### src/logic/pupl_defines.vh
`ifndef PUPL_DEFINES_VH
`define PUPL_DEFINES_VH

// ****************************************
// Pull-up select register addresses
// ****************************************
`define PUPL_ADDR_PU3 16'hFF33
`define PUPL_ADDR_PU7 16'hFF37
`define PUPL_ADDR_PU8 16'hFF38
`define PUPL_ADDR_PU9 16'hFF39

// ****************************************
// Port data register addresses
// ****************************************
`define PUPL_ADDR_PD3 16'hFF03
`define PUPL_ADDR_PD7 16'hFF07
`define PUPL_ADDR_PD8 16'hFF08
`define PUPL_ADDR_PD9 16'hFF09

// ****************************************
// Writable bit masks of pull-up selects
// ****************************************
`define PUPL_MASK_PU3 8'h0F
`define PUPL_MASK_PU7 8'h07
`define PUPL_MASK_PU8 8'h03
`define PUPL_MASK_PU9 8'hFF

// ****************************************
// Reset values
// ****************************************
`define PUPL_RST_PU 8'h00
`define PUPL_RST_LATCH 8'h00
`define PUPL_RST_RDATA 8'h00

// ****************************************
// Read-modify-write operation codes
// ****************************************
`define PUPL_OP_AND 2'h0
`define PUPL_OP_OR 2'h1
`define PUPL_OP_XOR 2'h2
`define PUPL_OP_ADD 2'h3

`endif

### src/logic/pupl_top.v
`timescale 1ns/1ns
`include "pupl_defines.vh"

// Summary of operation
// - Pull-up only when selected and input
// - Output pins never get a pull-up
// - Port-3 select at FF33, four bits
// - Port-7 select at FF37, three bits
// - Port-8 select at FF38, two bits
// - Port-9 select at FF39, eight bits
// - Select bit one enables, zero disables
// - Select registers take bit and byte writes
// - Output-mode write drives latch onto pin
// - Input-mode write updates latch only
// - Output-mode read returns latch value
// - Input-mode read returns pin level
// - Output-mode arithmetic uses and updates latch
// - Input-mode arithmetic may corrupt the latch
// - Bit operations act on whole port
// - Mode zero drives, mode one inputs
module pupl_top #(
   parameter HAS_PORT8 = 1,
   parameter HAS_PORT9 = 1,
   parameter W3 = 4,
   parameter W7 = 3,
   parameter W8 = 2,
   parameter W9 = 8
) (
   // Clock and reset
   input wire sys_clk,
   input wire reset_n,
   // CPU data-memory access
   input wire [15:0] cpu_addr,
   input wire [7:0] cpu_wdata,
   input wire cpu_wr,
   input wire cpu_rd,
   input wire cpu_rmw,
   input wire [1:0] cpu_op,
   output reg [7:0] cpu_rdata_ff,
   // Pin direction bits from the mode registers
   input wire [W3-1:0] port3_pin_direction_bit,
   input wire [W7-1:0] port7_pin_direction_bit,
   input wire [W8-1:0] port8_pin_direction_bit,
   input wire [W9-1:0] port9_pin_direction_bit,
   // Port 3 pads
   input wire [W3-1:0] third_port_pins_in,
   output wire [W3-1:0] third_port_pins_out,
   output wire [W3-1:0] third_port_pins_oe,
   output wire [W3-1:0] third_port_pins_pullup,
   // Port 7 pads
   input wire [W7-1:0] seventh_port_pins_in,
   output wire [W7-1:0] seventh_port_pins_out,
   output wire [W7-1:0] seventh_port_pins_oe,
   output wire [W7-1:0] seventh_port_pins_pullup,
   // Port 8 pads
   input wire [W8-1:0] eighth_port_pins_in,
   output wire [W8-1:0] eighth_port_pins_out,
   output wire [W8-1:0] eighth_port_pins_oe,
   output wire [W8-1:0] eighth_port_pins_pullup,
   // Port 9 pads
   input wire [W9-1:0] ninth_port_pins_in,
   output wire [W9-1:0] ninth_port_pins_out,
   output wire [W9-1:0] ninth_port_pins_oe,
   output wire [W9-1:0] ninth_port_pins_pullup
);

   // ****************************************
   // Address decode
   // ****************************************

   // Select register hits
   wire hit_pu3;
   wire hit_pu7;
   wire hit_pu8;
   wire hit_pu9;
   // Port data register hits
   wire hit_pd3;
   wire hit_pd7;
   wire hit_pd8;
   wire hit_pd9;

   assign hit_pu3 = (cpu_addr == `PUPL_ADDR_PU3);
   assign hit_pu7 = (cpu_addr == `PUPL_ADDR_PU7);
   // only in variants with port 8
   assign hit_pu8 = (HAS_PORT8 != 0) && (cpu_addr == `PUPL_ADDR_PU8);
   // only in variants with port 9
   assign hit_pu9 = (HAS_PORT9 != 0) && (cpu_addr == `PUPL_ADDR_PU9);
   // Port data decode follows the same variant gating
   assign hit_pd3 = (cpu_addr == `PUPL_ADDR_PD3);
   assign hit_pd7 = (cpu_addr == `PUPL_ADDR_PD7);
   assign hit_pd8 = (HAS_PORT8 != 0) && (cpu_addr == `PUPL_ADDR_PD8);
   assign hit_pd9 = (HAS_PORT9 != 0) && (cpu_addr == `PUPL_ADDR_PD9);

   // ****************************************
   // Current register and port views
   // ****************************************

   // Select register read values
   wire [7:0] pu3_rd;
   wire [7:0] pu7_rd;
   wire [7:0] pu8_rd;
   wire [7:0] pu9_rd;
   // Port read views, latch or pin per bit
   wire [7:0] pd3_view;
   wire [7:0] pd7_view;
   wire [7:0] pd8_view;
   wire [7:0] pd9_view;
   // Value at the addressed location
   reg [7:0] addr_view;

   // Selected view, zero for an unmapped address
   always @* begin
      addr_view = 8'h00;
      if (hit_pu3) begin
         addr_view = pu3_rd;
      end else if (hit_pu7) begin
         addr_view = pu7_rd;
      end else if (hit_pu8) begin
         addr_view = pu8_rd;
      end else if (hit_pu9) begin
         addr_view = pu9_rd;
      end else if (hit_pd3) begin
         addr_view = pd3_view;
      end else if (hit_pd7) begin
         addr_view = pd7_view;
      end else if (hit_pd8) begin
         addr_view = pd8_view;
      end else if (hit_pd9) begin
         addr_view = pd9_view;
      end
   end

   // ****************************************
   // Read-modify-write unit
   // ****************************************

   // Operation result on the fetched operand
   reg [7:0] rmw_result;
   // Byte finally written to the target
   wire [7:0] wr_byte;
   // Write strobe covering plain and modify writes
   wire wr_any;

   // Operand is the read view of the whole byte, so a bit
   // operation on an input pin copies the pin level into
   // its latch. That is the corruption software must expect.
   always @* begin
      case (cpu_op)
         `PUPL_OP_AND: begin
            rmw_result = addr_view & cpu_wdata;
         end
         `PUPL_OP_OR: begin
            rmw_result = addr_view | cpu_wdata;
         end
         `PUPL_OP_XOR: begin
            rmw_result = addr_view ^ cpu_wdata;
         end
         `PUPL_OP_ADD: begin
            rmw_result = addr_view + cpu_wdata;
         end
         default: begin
            rmw_result = addr_view;
         end
      endcase
   end

   assign wr_any = cpu_wr | cpu_rmw;
   // Plain write takes priority when both strobes rise
   assign wr_byte = cpu_wr ? cpu_wdata : rmw_result;

   // ****************************************
   // Read data register
   // ****************************************

   // Next read data
   wire [7:0] nxt_rdata;

   // Holds the last read until the next read
   assign nxt_rdata = cpu_rd ? addr_view : cpu_rdata_ff;

   always @(posedge sys_clk) begin
      if (!reset_n) begin
         cpu_rdata_ff <= `PUPL_RST_RDATA;
      end else begin
         cpu_rdata_ff <= nxt_rdata;
      end
   end

   // ****************************************
   // Pull-up select registers
   // ****************************************

   pupl_pullup_reg #(
      .WIDTH(W3),
      .MASK(`PUPL_MASK_PU3)
   ) u_pu3 (
      .sys_clk(sys_clk),
      .reset_n(reset_n),
      .wr_en(wr_any & hit_pu3),
      .wr_data(wr_byte),
      .rd_data(pu3_rd),
      .dir(port3_pin_direction_bit),
      .pullup_en_ff(third_port_pins_pullup)
   );

   pupl_pullup_reg #(
      .WIDTH(W7),
      .MASK(`PUPL_MASK_PU7)
   ) u_pu7 (
      .sys_clk(sys_clk),
      .reset_n(reset_n),
      .wr_en(wr_any & hit_pu7),
      .wr_data(wr_byte),
      .rd_data(pu7_rd),
      .dir(port7_pin_direction_bit),
      .pullup_en_ff(seventh_port_pins_pullup)
   );

   pupl_pullup_reg #(
      .WIDTH(W8),
      .MASK(`PUPL_MASK_PU8)
   ) u_pu8 (
      .sys_clk(sys_clk),
      .reset_n(reset_n),
      .wr_en(wr_any & hit_pu8),
      .wr_data(wr_byte),
      .rd_data(pu8_rd),
      .dir(port8_pin_direction_bit),
      .pullup_en_ff(eighth_port_pins_pullup)
   );

   pupl_pullup_reg #(
      .WIDTH(W9),
      .MASK(`PUPL_MASK_PU9)
   ) u_pu9 (
      .sys_clk(sys_clk),
      .reset_n(reset_n),
      .wr_en(wr_any & hit_pu9),
      .wr_data(wr_byte),
      .rd_data(pu9_rd),
      .dir(port9_pin_direction_bit),
      .pullup_en_ff(ninth_port_pins_pullup)
   );

   // ****************************************
   // Port output latches and drivers
   // ****************************************

   pupl_port_latch #(
      .WIDTH(W3)
   ) u_pd3 (
      .sys_clk(sys_clk),
      .reset_n(reset_n),
      .wr_en(wr_any & hit_pd3),
      .wr_data(wr_byte),
      .rd_view(pd3_view),
      .dir(port3_pin_direction_bit),
      .pin_in(third_port_pins_in),
      .pin_out_ff(third_port_pins_out),
      .pin_oe_ff(third_port_pins_oe)
   );

   pupl_port_latch #(
      .WIDTH(W7)
   ) u_pd7 (
      .sys_clk(sys_clk),
      .reset_n(reset_n),
      .wr_en(wr_any & hit_pd7),
      .wr_data(wr_byte),
      .rd_view(pd7_view),
      .dir(port7_pin_direction_bit),
      .pin_in(seventh_port_pins_in),
      .pin_out_ff(seventh_port_pins_out),
      .pin_oe_ff(seventh_port_pins_oe)
   );

   pupl_port_latch #(
      .WIDTH(W8)
   ) u_pd8 (
      .sys_clk(sys_clk),
      .reset_n(reset_n),
      .wr_en(wr_any & hit_pd8),
      .wr_data(wr_byte),
      .rd_view(pd8_view),
      .dir(port8_pin_direction_bit),
      .pin_in(eighth_port_pins_in),
      .pin_out_ff(eighth_port_pins_out),
      .pin_oe_ff(eighth_port_pins_oe)
   );

   pupl_port_latch #(
      .WIDTH(W9)
   ) u_pd9 (
      .sys_clk(sys_clk),
      .reset_n(reset_n),
      .wr_en(wr_any & hit_pd9),
      .wr_data(wr_byte),
      .rd_view(pd9_view),
      .dir(port9_pin_direction_bit),
      .pin_in(ninth_port_pins_in),
      .pin_out_ff(ninth_port_pins_out),
      .pin_oe_ff(ninth_port_pins_oe)
   );

endmodule // pupl_top

### src/logic/pupl_pullup_reg.v
`timescale 1ns/1ns
`include "pupl_defines.vh"

// One pull-up select register and its per-pin pull-up enables
module pupl_pullup_reg #(
   parameter WIDTH = 8,
   parameter [7:0] MASK = 8'hFF
) (
   // Clock and reset
   input wire sys_clk,
   input wire reset_n,
   // Register access
   input wire wr_en,
   input wire [7:0] wr_data,
   output wire [7:0] rd_data,
   // Pin direction, 1 means input
   input wire [WIDTH-1:0] dir,
   // Pull-up enables toward the pads
   output reg [WIDTH-1:0] pullup_en_ff
);

   // Stored select bits, fixed-zero positions never set
   reg [7:0] sel_ff;
   // Next values
   wire [7:0] nxt_sel;
   wire [WIDTH-1:0] nxt_pullup_en;

   assign nxt_sel = wr_en ? (wr_data & MASK) : sel_ff;
   assign rd_data = sel_ff & MASK;
   assign nxt_pullup_en = sel_ff[WIDTH-1:0] & dir;

   // ****************************************
   // Select register and enable flops
   // ****************************************
   always @(posedge sys_clk) begin
      if (!reset_n) begin
         sel_ff <= `PUPL_RST_PU;
         pullup_en_ff <= {WIDTH{1'b0}};
      end else begin
         sel_ff <= nxt_sel;
         pullup_en_ff <= nxt_pullup_en;
      end
   end

endmodule // pupl_pullup_reg

### src/logic/pupl_port_latch.v
`timescale 1ns/1ns
`include "pupl_defines.vh"

// Output latch, pin driver and read view of one port
module pupl_port_latch #(
   parameter WIDTH = 8
) (
   // Clock and reset
   input wire sys_clk,
   input wire reset_n,
   // Latch load
   input wire wr_en,
   input wire [7:0] wr_data,
   // Value seen by a read or operand fetch
   output reg [7:0] rd_view,
   // Pin direction, 1 means input
   input wire [WIDTH-1:0] dir,
   // Pad signals
   input wire [WIDTH-1:0] pin_in,
   output reg [WIDTH-1:0] pin_out_ff,
   output reg [WIDTH-1:0] pin_oe_ff
);

   // Output latch
   reg [WIDTH-1:0] latch_ff;
   // Two-stage pin synchroniser
   reg [WIDTH-1:0] pin_meta_ff;
   reg [WIDTH-1:0] pin_sync_ff;
   // Loop index
   integer i;

   // ****************************************
   // Latch, driver and synchroniser flops
   // ****************************************
   always @(posedge sys_clk) begin
      if (!reset_n) begin
         latch_ff <= {WIDTH{1'b0}};
         pin_out_ff <= {WIDTH{1'b0}};
         pin_oe_ff <= {WIDTH{1'b0}};
         pin_meta_ff <= {WIDTH{1'b0}};
         pin_sync_ff <= {WIDTH{1'b0}};
      end else begin
         if (wr_en) begin
            latch_ff <= wr_data[WIDTH-1:0];
         end
         pin_out_ff <= wr_en ? wr_data[WIDTH-1:0] : latch_ff;
         pin_oe_ff <= ~dir;
         pin_meta_ff <= pin_in;
         pin_sync_ff <= pin_meta_ff;
      end
   end

   // Read view; latch is never touched by a read
   always @* begin
      rd_view = 8'h00;
      for (i = 0; i < WIDTH; i = i + 1) begin
         rd_view[i] = dir[i] ? pin_sync_ff[i] : latch_ff[i];
      end
   end

endmodule // pupl_port_latch

### config.mk
export PLATFORM = sky130hd
export DESIGN_NAME = pupl_top
export DESIGN_NICKNAME = d
export VERILOG_FILES = /design/src/logic/pupl_top.v /design/src/logic/pupl_pullup_reg.v /design/src/logic/pupl_port_latch.v
export VERILOG_INCLUDE_DIRS = /design/src /design/src/logic
export SDC_FILE = /design/constraint.sdc
export NUM_CORES = 1
export LEC_CHECK = 0
export ABC_CLOCK_PERIOD_IN_PS = 4100
export BUFFER_PORTS_ARGS = -buffer_cell sky130_fd_sc_hd__buf_4
export CAP_MARGIN = 20
export CORE_MARGIN = 2
export CORE_UTILIZATION = 35
export DETAILED_ROUTE_END_ITERATION = 10
export GPL_TIMING_DRIVEN = 0
export PLACE_DENSITY = 0.62
export SLEW_MARGIN = 40
export SYNTH_ARGS = -nofsm -noshare
export SYNTH_HDL_FRONTEND = slang
export SYNTH_SLANG_ARGS = --single-unit
### constraint.sdc
create_clock -name sys_clk -period 4.1 [get_ports sys_clk]
set_input_delay 0.615 -clock sys_clk [delete_from_list [all_inputs] [get_ports sys_clk]]
set_output_delay 0.615 -clock sys_clk [all_outputs]
set_load 0.02 [all_outputs]
Word level (Yosys, flattened, before mapping)
Cells that the tools add are included.
{"block": "word_totals", "ff_bits": 110, "latch_bits": 0, "ramBits": 0, "mem_bits_ro": 0, "input_bits": 65, "out_inout_bits": 59, "elab_cells": 85, "n_memories": 0}
{"block": "classes", "add_sub_neg": 1, "n_mul": 0, "div_mod_pow": 0, "n_lt_le_gt_ge": 0, "n_eq_ne": 11, "n_shift": 0, "muxes": 27, "n_bitwise": 20, "reduce_logical": 1}
{"operator": "16-bit == test, second input constant", "n": 8}
{"operator": "8-bit two-way mux", "n": 9}
{"operator": "8-bit case mux with 4 select lines", "n": 1}
{"operator": "1-bit two-way mux", "n": 17}
{"operator": "8-bit bitwise AND", "n": 2}
{"operator": "8-bit adder", "n": 1}
{"operator": "1-bit bitwise AND", "n": 8}
{"operator": "8-bit NOT", "n": 1}
{"operator": "8-bit OR", "n": 1}
{"operator": "8-bit bitwise XOR", "n": 1}
{"operator": "4-bit bitwise AND", "n": 1}
{"operator": "2-bit == test, second input constant", "n": 2}
{"operator": "4-bit NOT", "n": 1}
{"operator": "3-bit bitwise AND", "n": 1}
{"operator": "3-bit NOT", "n": 1}
{"operator": "2-bit bitwise AND", "n": 1}
{"operator": "2-bit by 1-bit == test with 1-bit output, second input constant", "n": 1}
{"operator": "2-bit zero test", "n": 1}
{"operator": "2-bit NOT", "n": 1}
{"operator": "1-bit OR", "n": 1}

Depth between registers and ports, before layout
Gate-level depths: netlist of the first run.
{"block": "depth", "depth_word": 12, "depth_mapped": 14, "mapped_depth_nobuf": 13}

Cells and area by module
Synthesis of the first run repeated with hierarchy kept, for this count alone.
{"block": "hier_totals", "cells_unflattened": 605, "hier_area_um2": 5813.1}
{"mod": "pupl_top", "instances": 1, "cells_each": 304, "area_each_um2": 2263.4, "seq_area_each_um2": 160.2}
{"mod": "pupl_port_latch (u_pd9)", "instances": 1, "cells_each": 84, "area_each_um2": 1046.0, "seq_area_each_um2": 640.6}
{"mod": "pupl_port_latch (u_pd3)", "instances": 1, "cells_each": 47, "area_each_um2": 559.3, "seq_area_each_um2": 320.3}
{"mod": "pupl_pullup_reg (u_pu9)", "instances": 1, "cells_each": 42, "area_each_um2": 519.2, "seq_area_each_um2": 320.3}
{"mod": "pupl_port_latch (u_pd7)", "instances": 1, "cells_each": 37, "area_each_um2": 425.4, "seq_area_each_um2": 240.2}
{"mod": "pupl_port_latch (u_pd8)", "instances": 1, "cells_each": 27, "area_each_um2": 301.5, "seq_area_each_um2": 160.2}
{"mod": "pupl_pullup_reg (u_pu3)", "instances": 1, "cells_each": 26, "area_each_um2": 295.3, "seq_area_each_um2": 160.2}
{"mod": "pupl_pullup_reg (u_pu7)", "instances": 1, "cells_each": 21, "area_each_um2": 229.0, "seq_area_each_um2": 120.1}
{"mod": "pupl_pullup_reg (u_pu8)", "instances": 1, "cells_each": 17, "area_each_um2": 173.9, "seq_area_each_um2": 80.1}

Worst setup path before layout of the first run
OpenSTA, ideal clock, no wires.
{"block": "synth_path", "path_kind": "input-to-reg", "start": "in cpu_addr[0]", "end": "reg u_pd7.pin_out_ff[1]", "setup_time_ns": 0.070, "arrival_ns": 3.464, "t_required_ns": 4.030, "slack_ns": 0.565, "stages": 13, "n_path_buf": 1, "path_cell_list": "buf_4 -> nand3b_1 -> or3_1 -> nor4_1 -> a31o_2 -> inv_1 -> ha_1 -> inv_1 -> fa_1 -> mux4_2 -> o21ai_1 -> nand3_1 -> a21oi_1"}
{"block": "synth_via", "elab_chain_len": 12, "word_cells_on_any_way": 23, "cone_classes": "1 x add/sub; 8 x eq/ne; 10 x mux; 4 x bitwise"}
{"item": "start, declared", "line_no": "pupl_top.v:33", "source": "input wire [15:0] cpu_addr,"}
{"item": "16-bit == test (no source line)"}
{"item": "8-bit two-way mux", "line_no": "pupl_top.v:128", "source": "end else if (hit_pd9) begin"}
{"item": "8-bit two-way mux", "line_no": "pupl_top.v:126", "source": "end else if (hit_pd8) begin"}
{"item": "8-bit two-way mux", "line_no": "pupl_top.v:124", "source": "end else if (hit_pd7) begin"}
{"item": "8-bit two-way mux", "line_no": "pupl_top.v:122", "source": "end else if (hit_pd3) begin"}
{"item": "8-bit two-way mux", "line_no": "pupl_top.v:120", "source": "end else if (hit_pu9) begin"}
{"item": "8-bit two-way mux", "line_no": "pupl_top.v:118", "source": "end else if (hit_pu8) begin"}
{"item": "8-bit two-way mux", "line_no": "pupl_top.v:116", "source": "end else if (hit_pu7) begin"}
{"item": "8-bit two-way mux (*)", "line_no": "pupl_top.v:114", "source": "if (hit_pu3) begin"}
{"item": "via addr_view[0]", "line_no": "pupl_top.v:109", "source": "reg [7:0] addr_view;"}
{"item": "8-bit adder (*)", "line_no": "pupl_top.v:159", "source": "rmw_result = addr_view + cpu_wdata;"}
{"item": "8-bit case mux with 4 select lines (*)", "line_no": "pupl_top.v:148", "source": "case (cpu_op)"}
{"item": "8-bit two-way mux (*)", "line_no": "pupl_top.v:169", "source": "assign wr_byte = cpu_wr ? cpu_wdata : rmw_result;"}
{"item": "end signal, assigned", "line_no": "pupl_port_latch.v:38", "source": "pin_out_ff <= {WIDTH{1'b0}};"}
{"item": "end signal, assigned", "line_no": "pupl_port_latch.v:46", "source": "pin_out_ff <= wr_en ? wr_data[WIDTH-1:0] : latch_ff;"}
{"item": "end, declared", "line_no": "pupl_port_latch.v:20", "source": "output reg [WIDTH-1:0] pin_out_ff,"}
The timed path passes the listed nets; every way through them passes the cells marked *.
A chain may end at the register's enable or synchronous reset.

Final worst setup path of the first run
{"block": "layout_path", "start": "in cpu_addr[0]", "end": "reg u_pd8.pin_out_ff[1]"}
{"block": "layout_via", "elab_chain_len": 12, "word_cells_on_any_way": 23, "cone_classes": "1 x add/sub; 8 x eq/ne; 10 x mux; 4 x bitwise"}
{"item": "16-bit == test (no source line)"}
{"item": "8-bit two-way mux", "line_no": "pupl_top.v:128"}
{"item": "8-bit two-way mux", "line_no": "pupl_top.v:126"}
{"item": "8-bit two-way mux", "line_no": "pupl_top.v:124"}
{"item": "8-bit two-way mux", "line_no": "pupl_top.v:122"}
{"item": "8-bit two-way mux", "line_no": "pupl_top.v:120"}
{"item": "8-bit two-way mux", "line_no": "pupl_top.v:118"}
{"item": "8-bit two-way mux", "line_no": "pupl_top.v:116"}
{"item": "8-bit two-way mux (*)", "line_no": "pupl_top.v:114"}
{"item": "via addr_view[0]", "line_no": "pupl_top.v:109"}
{"item": "8-bit adder (*)", "line_no": "pupl_top.v:159"}
{"item": "8-bit case mux with 4 select lines (*)", "line_no": "pupl_top.v:148"}
{"item": "8-bit two-way mux (*)", "line_no": "pupl_top.v:169"}
{"item": "end signal, assigned", "line_no": "pupl_port_latch.v:38"}
{"item": "end signal, assigned", "line_no": "pupl_port_latch.v:46"}
{"item": "end, declared", "line_no": "pupl_port_latch.v:20"}
Marked as above.

==> metrics.yaml, run 1 <==
hold_path_depth: 1
core_um2: 13200
num_vias: 4215
fin_total_pwr_mw: 2.22
wl_met2_um: 6720
dp_hpwl_um: 11700
r2r_start: "u_pu8.sel_ff[0]$_SDFFE_PN0P_"
routed_wirelength_um: 15000
min_to: "u_pd9.pin_sync_ff[1]$_SDFF_PN0_"
synth_area_um2: 4750
synth_edf_count: 0
initial_core_util_pct: 35.9
grt_max_degree: 18
cts_buffer_depth: 2
critPathLaunchType: "input pin"
yosysWarnings: 0
htree_levels: 3
clock-sinks: 110
avgRoutedWirePerCell_um: 18.2
skew_ns: 0.0112
ir_drop_mv: 0.229
pin_count: 124
place_ws_ns: -0.505
drt-initial-drc-count: 296
hold_start: "u_pd9.pin_meta_ff[1]$_SDFF_PN0_"
clk_pin_slew_worst_paths_ns: 0.07
dr.pass1.iters: 5
drive_above_1_share_pct: 26.0
cts_root_buffer: "clkbuf_16"
drt_drc_violations_left: 0
layout_setup_ws_ns: 0.308
area_growth_pct: 30.8
cpLargestDelayFamily: "simple AND/OR/NAND/NOR gates"
gp_congestion: 0.899
timing.final.crit_share_pct: 92.5
fp-row-count: 42
synthFlopType: "dfxtp_1"
async_flop_share_pct: 0
layout.cells.most_common: "buf_4"
crit_path_max_incr_delay_ns: 0.50
final_nets: 727
die_y_um: 121
setup_viol: 0
ctsHoldBuffers: 0
slew_violations: 0
rsz0062_at_grt: "false"
crit_required_ns: 4.38
cp_data_arrival_time_ns: 4.07
port_buffers: 121
diodes: 0
viasPerCell: 5.12
worstSetupPathType: "in2reg"
fin_util_pct: 46.9
worst_r2r_path_depth: 13
numCtsBuffers: 9
reg2reg_slack_ns: 0.97
r2r_end: "u_pu9.rd_data[6]$_SDFFE_PN0P_"
final_cell_mix: "122 x buf_4, 110 x dfxtp_1, 40 x nor2_1"
drv_cap: 0
crit_slowest_cell: "mux4_2"
clk_latency_ns: 0.36
first_global_vias: 4024
routed.top_layer: "met4"
overflow: 0
min_period_ns: 3.79
powerDensity_nw_per_um2: 357
syn_inst: 511
synth-seq-cells: 110
die_w_um: 121
end_kind: "flip-flop"
outcome: "finished, final reports clean"
yosysUniqueCellTypes: 66
p_leak_nw: 2.72
hold_path_class: "reg2reg"
ant_nets: 0
relSlewSlack_pct: 45.5
drt-met1-wl_um: 7010
wl_met3_um: 1070
grt_usage_pct: 20.9
dieArea_um2: 14500
avgSynthCellArea_um2: 9.30
worstPathCellList: "buf_4 > buf_4 > nand3b_1 > or3_1 > nor4_1 > a31o_2 > inv_1 > ha_1 > inv_1 > fa_1 > mux4_2 > o21ai_4 > nand3_1 > a21oi_1"
grt_pass1_wl_um: 23000
max_slew.worst_pin.slew_ns: 0.815
synth_nets: 595
cts_tree: "yes"
grt_antenna_before_repair: 0
critPathMaxFanout: 10
path_buf_inv: 4
timing.fmax_mhz: 264
ys_seq_area_share_pct: 46.4
final_hold_viol_count: 0
fill_cells: 1292
[final cells by class]
cell class              count  area, µm²  share of cell area [%]
inverters                  22       82.6                    1.33
plain buffers              25        116                    1.87
well taps                 176        220                    3.54
flip-flops and latches    110       2200                    35.4
repair buffers            121        908                    14.6
clock buffers              10        239                    3.85
clock inverters             5       57.6                   0.926
multi-input cells         354       2390                    38.4
[worst max path at each step]
stage / startpoint / endpoint / slack (ns) / depth (start not counted)
floorplan: cpu_addr[0] / u_pd7.pin_out_ff[1]$_SDFFE_PN0P_ / 0.57 / 13
global placement: cpu_addr[6] / u_pu9.rd_data[6]$_SDFFE_PN0P_ / -0.53 / 14
detailed placement: cpu_addr[6] / u_pd8.pin_out_ff[1]$_SDFFE_PN0P_ / -0.51 / 13
CTS: cpu_addr[6] / u_pu9.rd_data[7]$_SDFFE_PN0P_ / 0.11 / 14
global route: cpu_addr[0] / u_pd8.pin_out_ff[1]$_SDFFE_PN0P_ / 0.05 / 14
finish: cpu_addr[0] / u_pd8.pin_out_ff[1]$_SDFFE_PN0P_ / 0.31 / 14
[through the flow]
| stage | setup TNS [ns] | cells | instance area, µm² | hold WS [ns] |
|---|---|---|---|---|
| after floorplan | 0 | 511 | 4750 | 0.412 |
| after global placement | -5.35 | 808 | 5880 | 0.415 |
| after detailed placement | -6.57 | 808 | 5890 | 0.418 |
| after CTS | 0 | 823 | 6190 | 0.425 |
| after global routing | 0 | 823 | 6210 | 0.424 |
| final | 0 | 823 | 6210 | 0.431 |
[repair_timing]
action | in CTS | in global routing
setup endpoints to repair | 9 | 8
gates resized for setup | 2 | 4
buffers inserted | 0 | 0
cloned | 0 | 0
[cells by family (layout without fill, tap and decap cells)]
| family | count (synthesis) | count (layout) | share of synthesized area, % |
|---|---|---|---|
| mux | 28 | 28 | 6.56 |
| flops | 110 | 110 | 46.4 |
| compound gates | 104 | 104 | 13.7 |
| simple gates | 203 | 203 | 24.1 |
| buf+inv | 47 | 183 | 4.16 |
| fa+ha+maj | 19 | 19 | 5.16 |
[state kept, by name, indices dropped and copies added (netlist names), 3 cells and up]
signal,cells
cpu_rdata_ff,8
u_pd9.pin_meta_ff,8
u_pd9.pin_oe_ff,8
u_pd9.pin_out_ff,8
u_pd9.pin_sync_ff,8
u_pu9.pullup_en_ff,8
u_pu9.rd_data,8
u_pd3.pin_meta_ff,4
u_pd3.pin_oe_ff,4
u_pd3.pin_out_ff,4
u_pd3.pin_sync_ff,4
u_pu3.pullup_en_ff,4
u_pu3.sel_ff,4
u_pd7.pin_meta_ff,3
u_pd7.pin_oe_ff,3
u_pd7.pin_out_ff,3
u_pd7.pin_sync_ff,3
u_pu7.pullup_en_ff,3
u_pu7.sel_ff,3
[Yosys cell counts, types with 4 or more instances]
master	instances	area, µm²
nor2_1	40	150
a31oi_1	5	31.3
nor3_1	9	45.0
nand2_1	37	139
nand3_1	26	130
o211ai_1	4	30.0
and3_1	18	113
dfxtp_1	110	2200
o22ai_1	4	25.0
a21oi_1	33	165
o21ai_0	26	130
inv_1	21	78.8
ha_1	18	225
and2_1	36	225
clkbuf_1	18	67.6
nor2b_1	6	37.5
mux2i_1	21	210
mux2_2	5	56.3
[per-layer routing]
metal | vias to the layer above | GRT usage, %
li1 | 2066 | -
met1 | 1985 | 29.7
met2 | 148 | 31.8
met3 | 16 | 5.14
met4 | 0 | 5.60
met5 | - | 0
[power breakdown]
part | leakage [nW] | total [mW] | switching (mW) | internal (mW)
Clock | 0.149 | 0.883 | 0.393 | 0.489
Sequential | 0.899 | 1.10 | 0.00809 | 1.09
Combinational | 1.67 | 0.232 | 0.132 | 0.0998
Total | 2.72 | 2.22 | 0.533 | 1.68
No activity file was read; power rests on OpenSTA's default activity.
==> run 2, diff against run 1 <==
Settings changed: ABC_CLOCK_PERIOD_IN_PS 4100 to 3700.
Clock period 4.1 ns to 3.7 ns, I/O delays scaled along.
==> run 2 against run 1 <==
Flip-flop and latch count is the same. Register-to-register slack worse by 0.41 ns. Wire length up 0.18%. Utilization rose by 0.37 points. Sequential power rose by 11%. Global-route usage grew 0.050 points. Critical path type unchanged. Largest power group unchanged.
==> metrics.yaml, run 2 (synthesized netlist as in run 1, its figures left out) <==
setup_viol: 0  # unchanged
slew_violations: 0  # unchanged
multiInputGateArea_um2: 2400  # was 2390 µm²
fin_total_pwr_mw: 2.46  # was 2.22 mW
dr.pass1.iters: 5  # unchanged
rsz0062_at_grt: "true"  # was false
p_leak_nw: 2.75  # was 2.72 nW
clk_latency_ns: 0.36  # about the same
die_y_um: 121  # unchanged
grt_max_degree: 18  # unchanged
intPower_mw: 1.87  # was 1.68 mW
met1_usage_pct: 29.8  # was 29.7%
ant_nets: 0  # unchanged
ctsHoldBuffers: 0  # unchanged
powerDensity_nw_per_um2: 393  # was 357 nW/µm²
swShare_pct: 24.1  # was 24.0%
worstPathCellList: "buf_4 > nand4bb_1 > nor3_4 > clkbuf_2 > nand2_1 > o21ai_1 > nand2_1 > ha_1 > a211oi_1 > o211ai_1 > o211a_1 > a311oi_2 > o221ai_1"  # was buf_4 > buf_4 > nand3b_1 > or3_1 > nor4_1 > a31o_2 > inv_1 > ha_1 > inv_1 > fa_1 > mux4_2 > o21ai_4 > nand3_1 > a21oi_1
pwr-share-seq_pct: 49.7  # about the same
initial_core_util_pct: 35.9  # unchanged
min_period_ns: 3.59
final_hold_viol_count: 0  # unchanged
pin_count: 124  # unchanged
clockPowerShare_pct: 39.8  # about the same
viasPerCell: 5.13  # was 5.12
end_kind: "flip-flop"  # unchanged
outcome: "finished, final reports clean"  # unchanged
timing.fmax_mhz: 279
port_buffers: 121  # unchanged
cts_tree: "yes"  # unchanged
ir_drop_mv: 0.254  # was 0.229 mV
critPathLaunchType: "input pin"  # unchanged
die_w_um: 121  # unchanged
relSlewSlack_pct: 47.7  # was 45.5%
skew_ns: 0.0109  # was 0.0112 ns
register_area_um2: 2200  # unchanged
dp_hpwl_um: 11700  # unchanged
cp_data_arrival_time_ns: 3.79  # was 4.07 ns
final_nets: 731  # was 727
layout.cells.most_common: "buf_4"  # unchanged
drt_drc_violations_left: 0  # unchanged
core_um2: 13200  # unchanged
max_slew.worst_pin.slew_ns: 0.783  # was 0.815 ns
gp_congestion: 0.899  # unchanged
p_comb_share_pct: 10.6  # was 10.4%
fp-row-count: 42  # unchanged
area_growth_pct: 31.8  # was 30.8%
busiest_layer: "met2"  # unchanged
grt_pass1_wl_um: 23100  # was 23000 µm
drt-initial-drc-count: 265  # was 296
crit_slowest_cell: "a211oi_1"  # was mux4_2
htree_levels: 3  # unchanged
final_cell_mix: "126 x buf_4, 110 x dfxtp_1, 40 x nor2_1"  # was 122 x buf_4, 110 x dfxtp_1, 40 x nor2_1
clock-sinks: 110  # unchanged
crit_path_max_incr_delay_ns: 0.43  # was 0.50 ns
setup_tns_ns: 0  # unchanged
diodes: 0  # unchanged
grt_antenna_before_repair: 0  # unchanged
drv_cap: 0  # unchanged
power_switching_uw: 593  # was 533 µW
first_global_vias: 4034  # was 4024
drive_above_1_share_pct: 26.9  # was 26.0%
numCtsBuffers: 9  # unchanged
dieArea_um2: 14500  # unchanged
hold_path_class: "in2reg"  # was reg2reg
crit_top_cell: "nand2_1"
timing.final.crit_share_pct: 97.0
clk_pin_slew_worst_paths_ns: 0.07  # about the same
fill_cells: 1290  # was 1292
worstSetupPathType: "in2reg"  # unchanged
critPathMaxFanout: 10  # unchanged
grt_usage_pct: 21.0  # was 20.9%
avgRoutedWirePerCell_um: 18.2  # about the same
fin_util_pct: 47.3  # was 46.9%
routed_wirelength_um: 15000  # about the same
cts_buffer_depth: 2  # unchanged
crit_required_ns: 3.91  # was 4.38 ns
use_met3_pct: 5.14  # unchanged
overflow: 0  # unchanged
use_met2_pct: 31.8  # about the same
num_vias: 4239  # was 4215
cts_root_buffer: "clkbuf_16"  # unchanged
[run 2: changes by cell type in the layout (fill, tap and decap cells not counted)]
cell	change
nor4_1	-1
clkbuf_1	-1
clkbuf_2	+1
nor3_1	-1
buf_4	+4
nor4_2	+1
nor3_4	+1
[run 2: layout make-up]
type / instances / share of cell area (%)
Multi-Input combinational cell: 354 / 38.4
Sequential cell: 110 / 35.2
Timing Repair Buffer: 125 / 15.0
Clock buffer: 10 / 3.82
Tap cell: 176 / 3.52
Buffer: 25 / 1.88
Inverter: 22 / 1.32
Clock inverter: 5 / 0.919
[run 2: what timing repair did]
action                                  in CTS  in global routing
pin swaps                                    0                  1
gates cloned                                 0                  0
setup buffers                                0                  4
resized for setup                            6                  5
endpoints found under the setup margin      24                 26
[run 2: worst paths after layout]
| kind | from | to | slack, ns | cells past startpoint |
|---|---|---|---|---|
| hold reg to reg | u_pd9.pin_meta_ff[1]$_SDFF_PN0_ | u_pd9.pin_sync_ff[1]$_SDFF_PN0_ | 0.43 | 1 |
| setup / recovery | cpu_addr[4] | u_pu9.rd_data[7]$_SDFFE_PN0P_ | 0.11 | 13 |
| setup reg to reg | u_pd3.pin_out_ff[0]$_SDFFE_PN0P_ | u_pd8.pin_out_ff[1]$_SDFFE_PN0P_ | 0.56 | 11 |
| hold / removal | port8_pin_direction_bit[0] | u_pd8.pin_oe_ff[0]$_SDFF_PN0_ | 0.38 | 2 |
[run 2: layer usage]
metal	routed length [µm]	up-vias	part of all wire (%)
met5	0	-	0
met4	216	0	1.4
met3	904	15	6.0
met2	6780	143	45
met1	7150	2010	47
li1	-	2071	-
[run 2: power by group through the flow]
| stage | combinational [mW] | clock (mW) | sequential [mW] |
|---|---|---|---|
| final | 0.261 | 0.979 | 1.22 |
| after global routing | 0.283 | 1.05 | 1.22 |
| after CTS | 0.257 | 0.999 | 1.22 |
| after detailed placement | 0.253 | 0 | 1.25 |
| after global placement | 0.249 | 0 | 1.25 |
| after floorplan | 0.103 | 0 | 1.26 |
[run 2: metrics by stage]
step / cells / setup slack [ns] / area (µm²) / hold WS [ns]
6_report: 827 / 0.111 / 6260 / 0.376
5_1_grt: 827 / -0.0847 / 6260 / 0.364
4_1_cts: 823 / 0.0225 / 6210 / 0.365
3_5_place_dp: 808 / -0.845 / 5890 / 0.418
3_3_place_gp: 808 / -0.872 / 5880 / 0.415
2_1_floorplan: 511 / 0.225 / 4750 / 0.412
[run 2: critical path, delay by kind of cell]
| kind | cells | cell delay, ns |
|---|---|---|
| AOI/OAI and AO/OA | 6 | 1.57 |
| adders and majority gates | 1 | 0.34 |
| buffers and inverters | 2 | 0.41 |
| and+or+nand+nor | 4 | 0.92 |
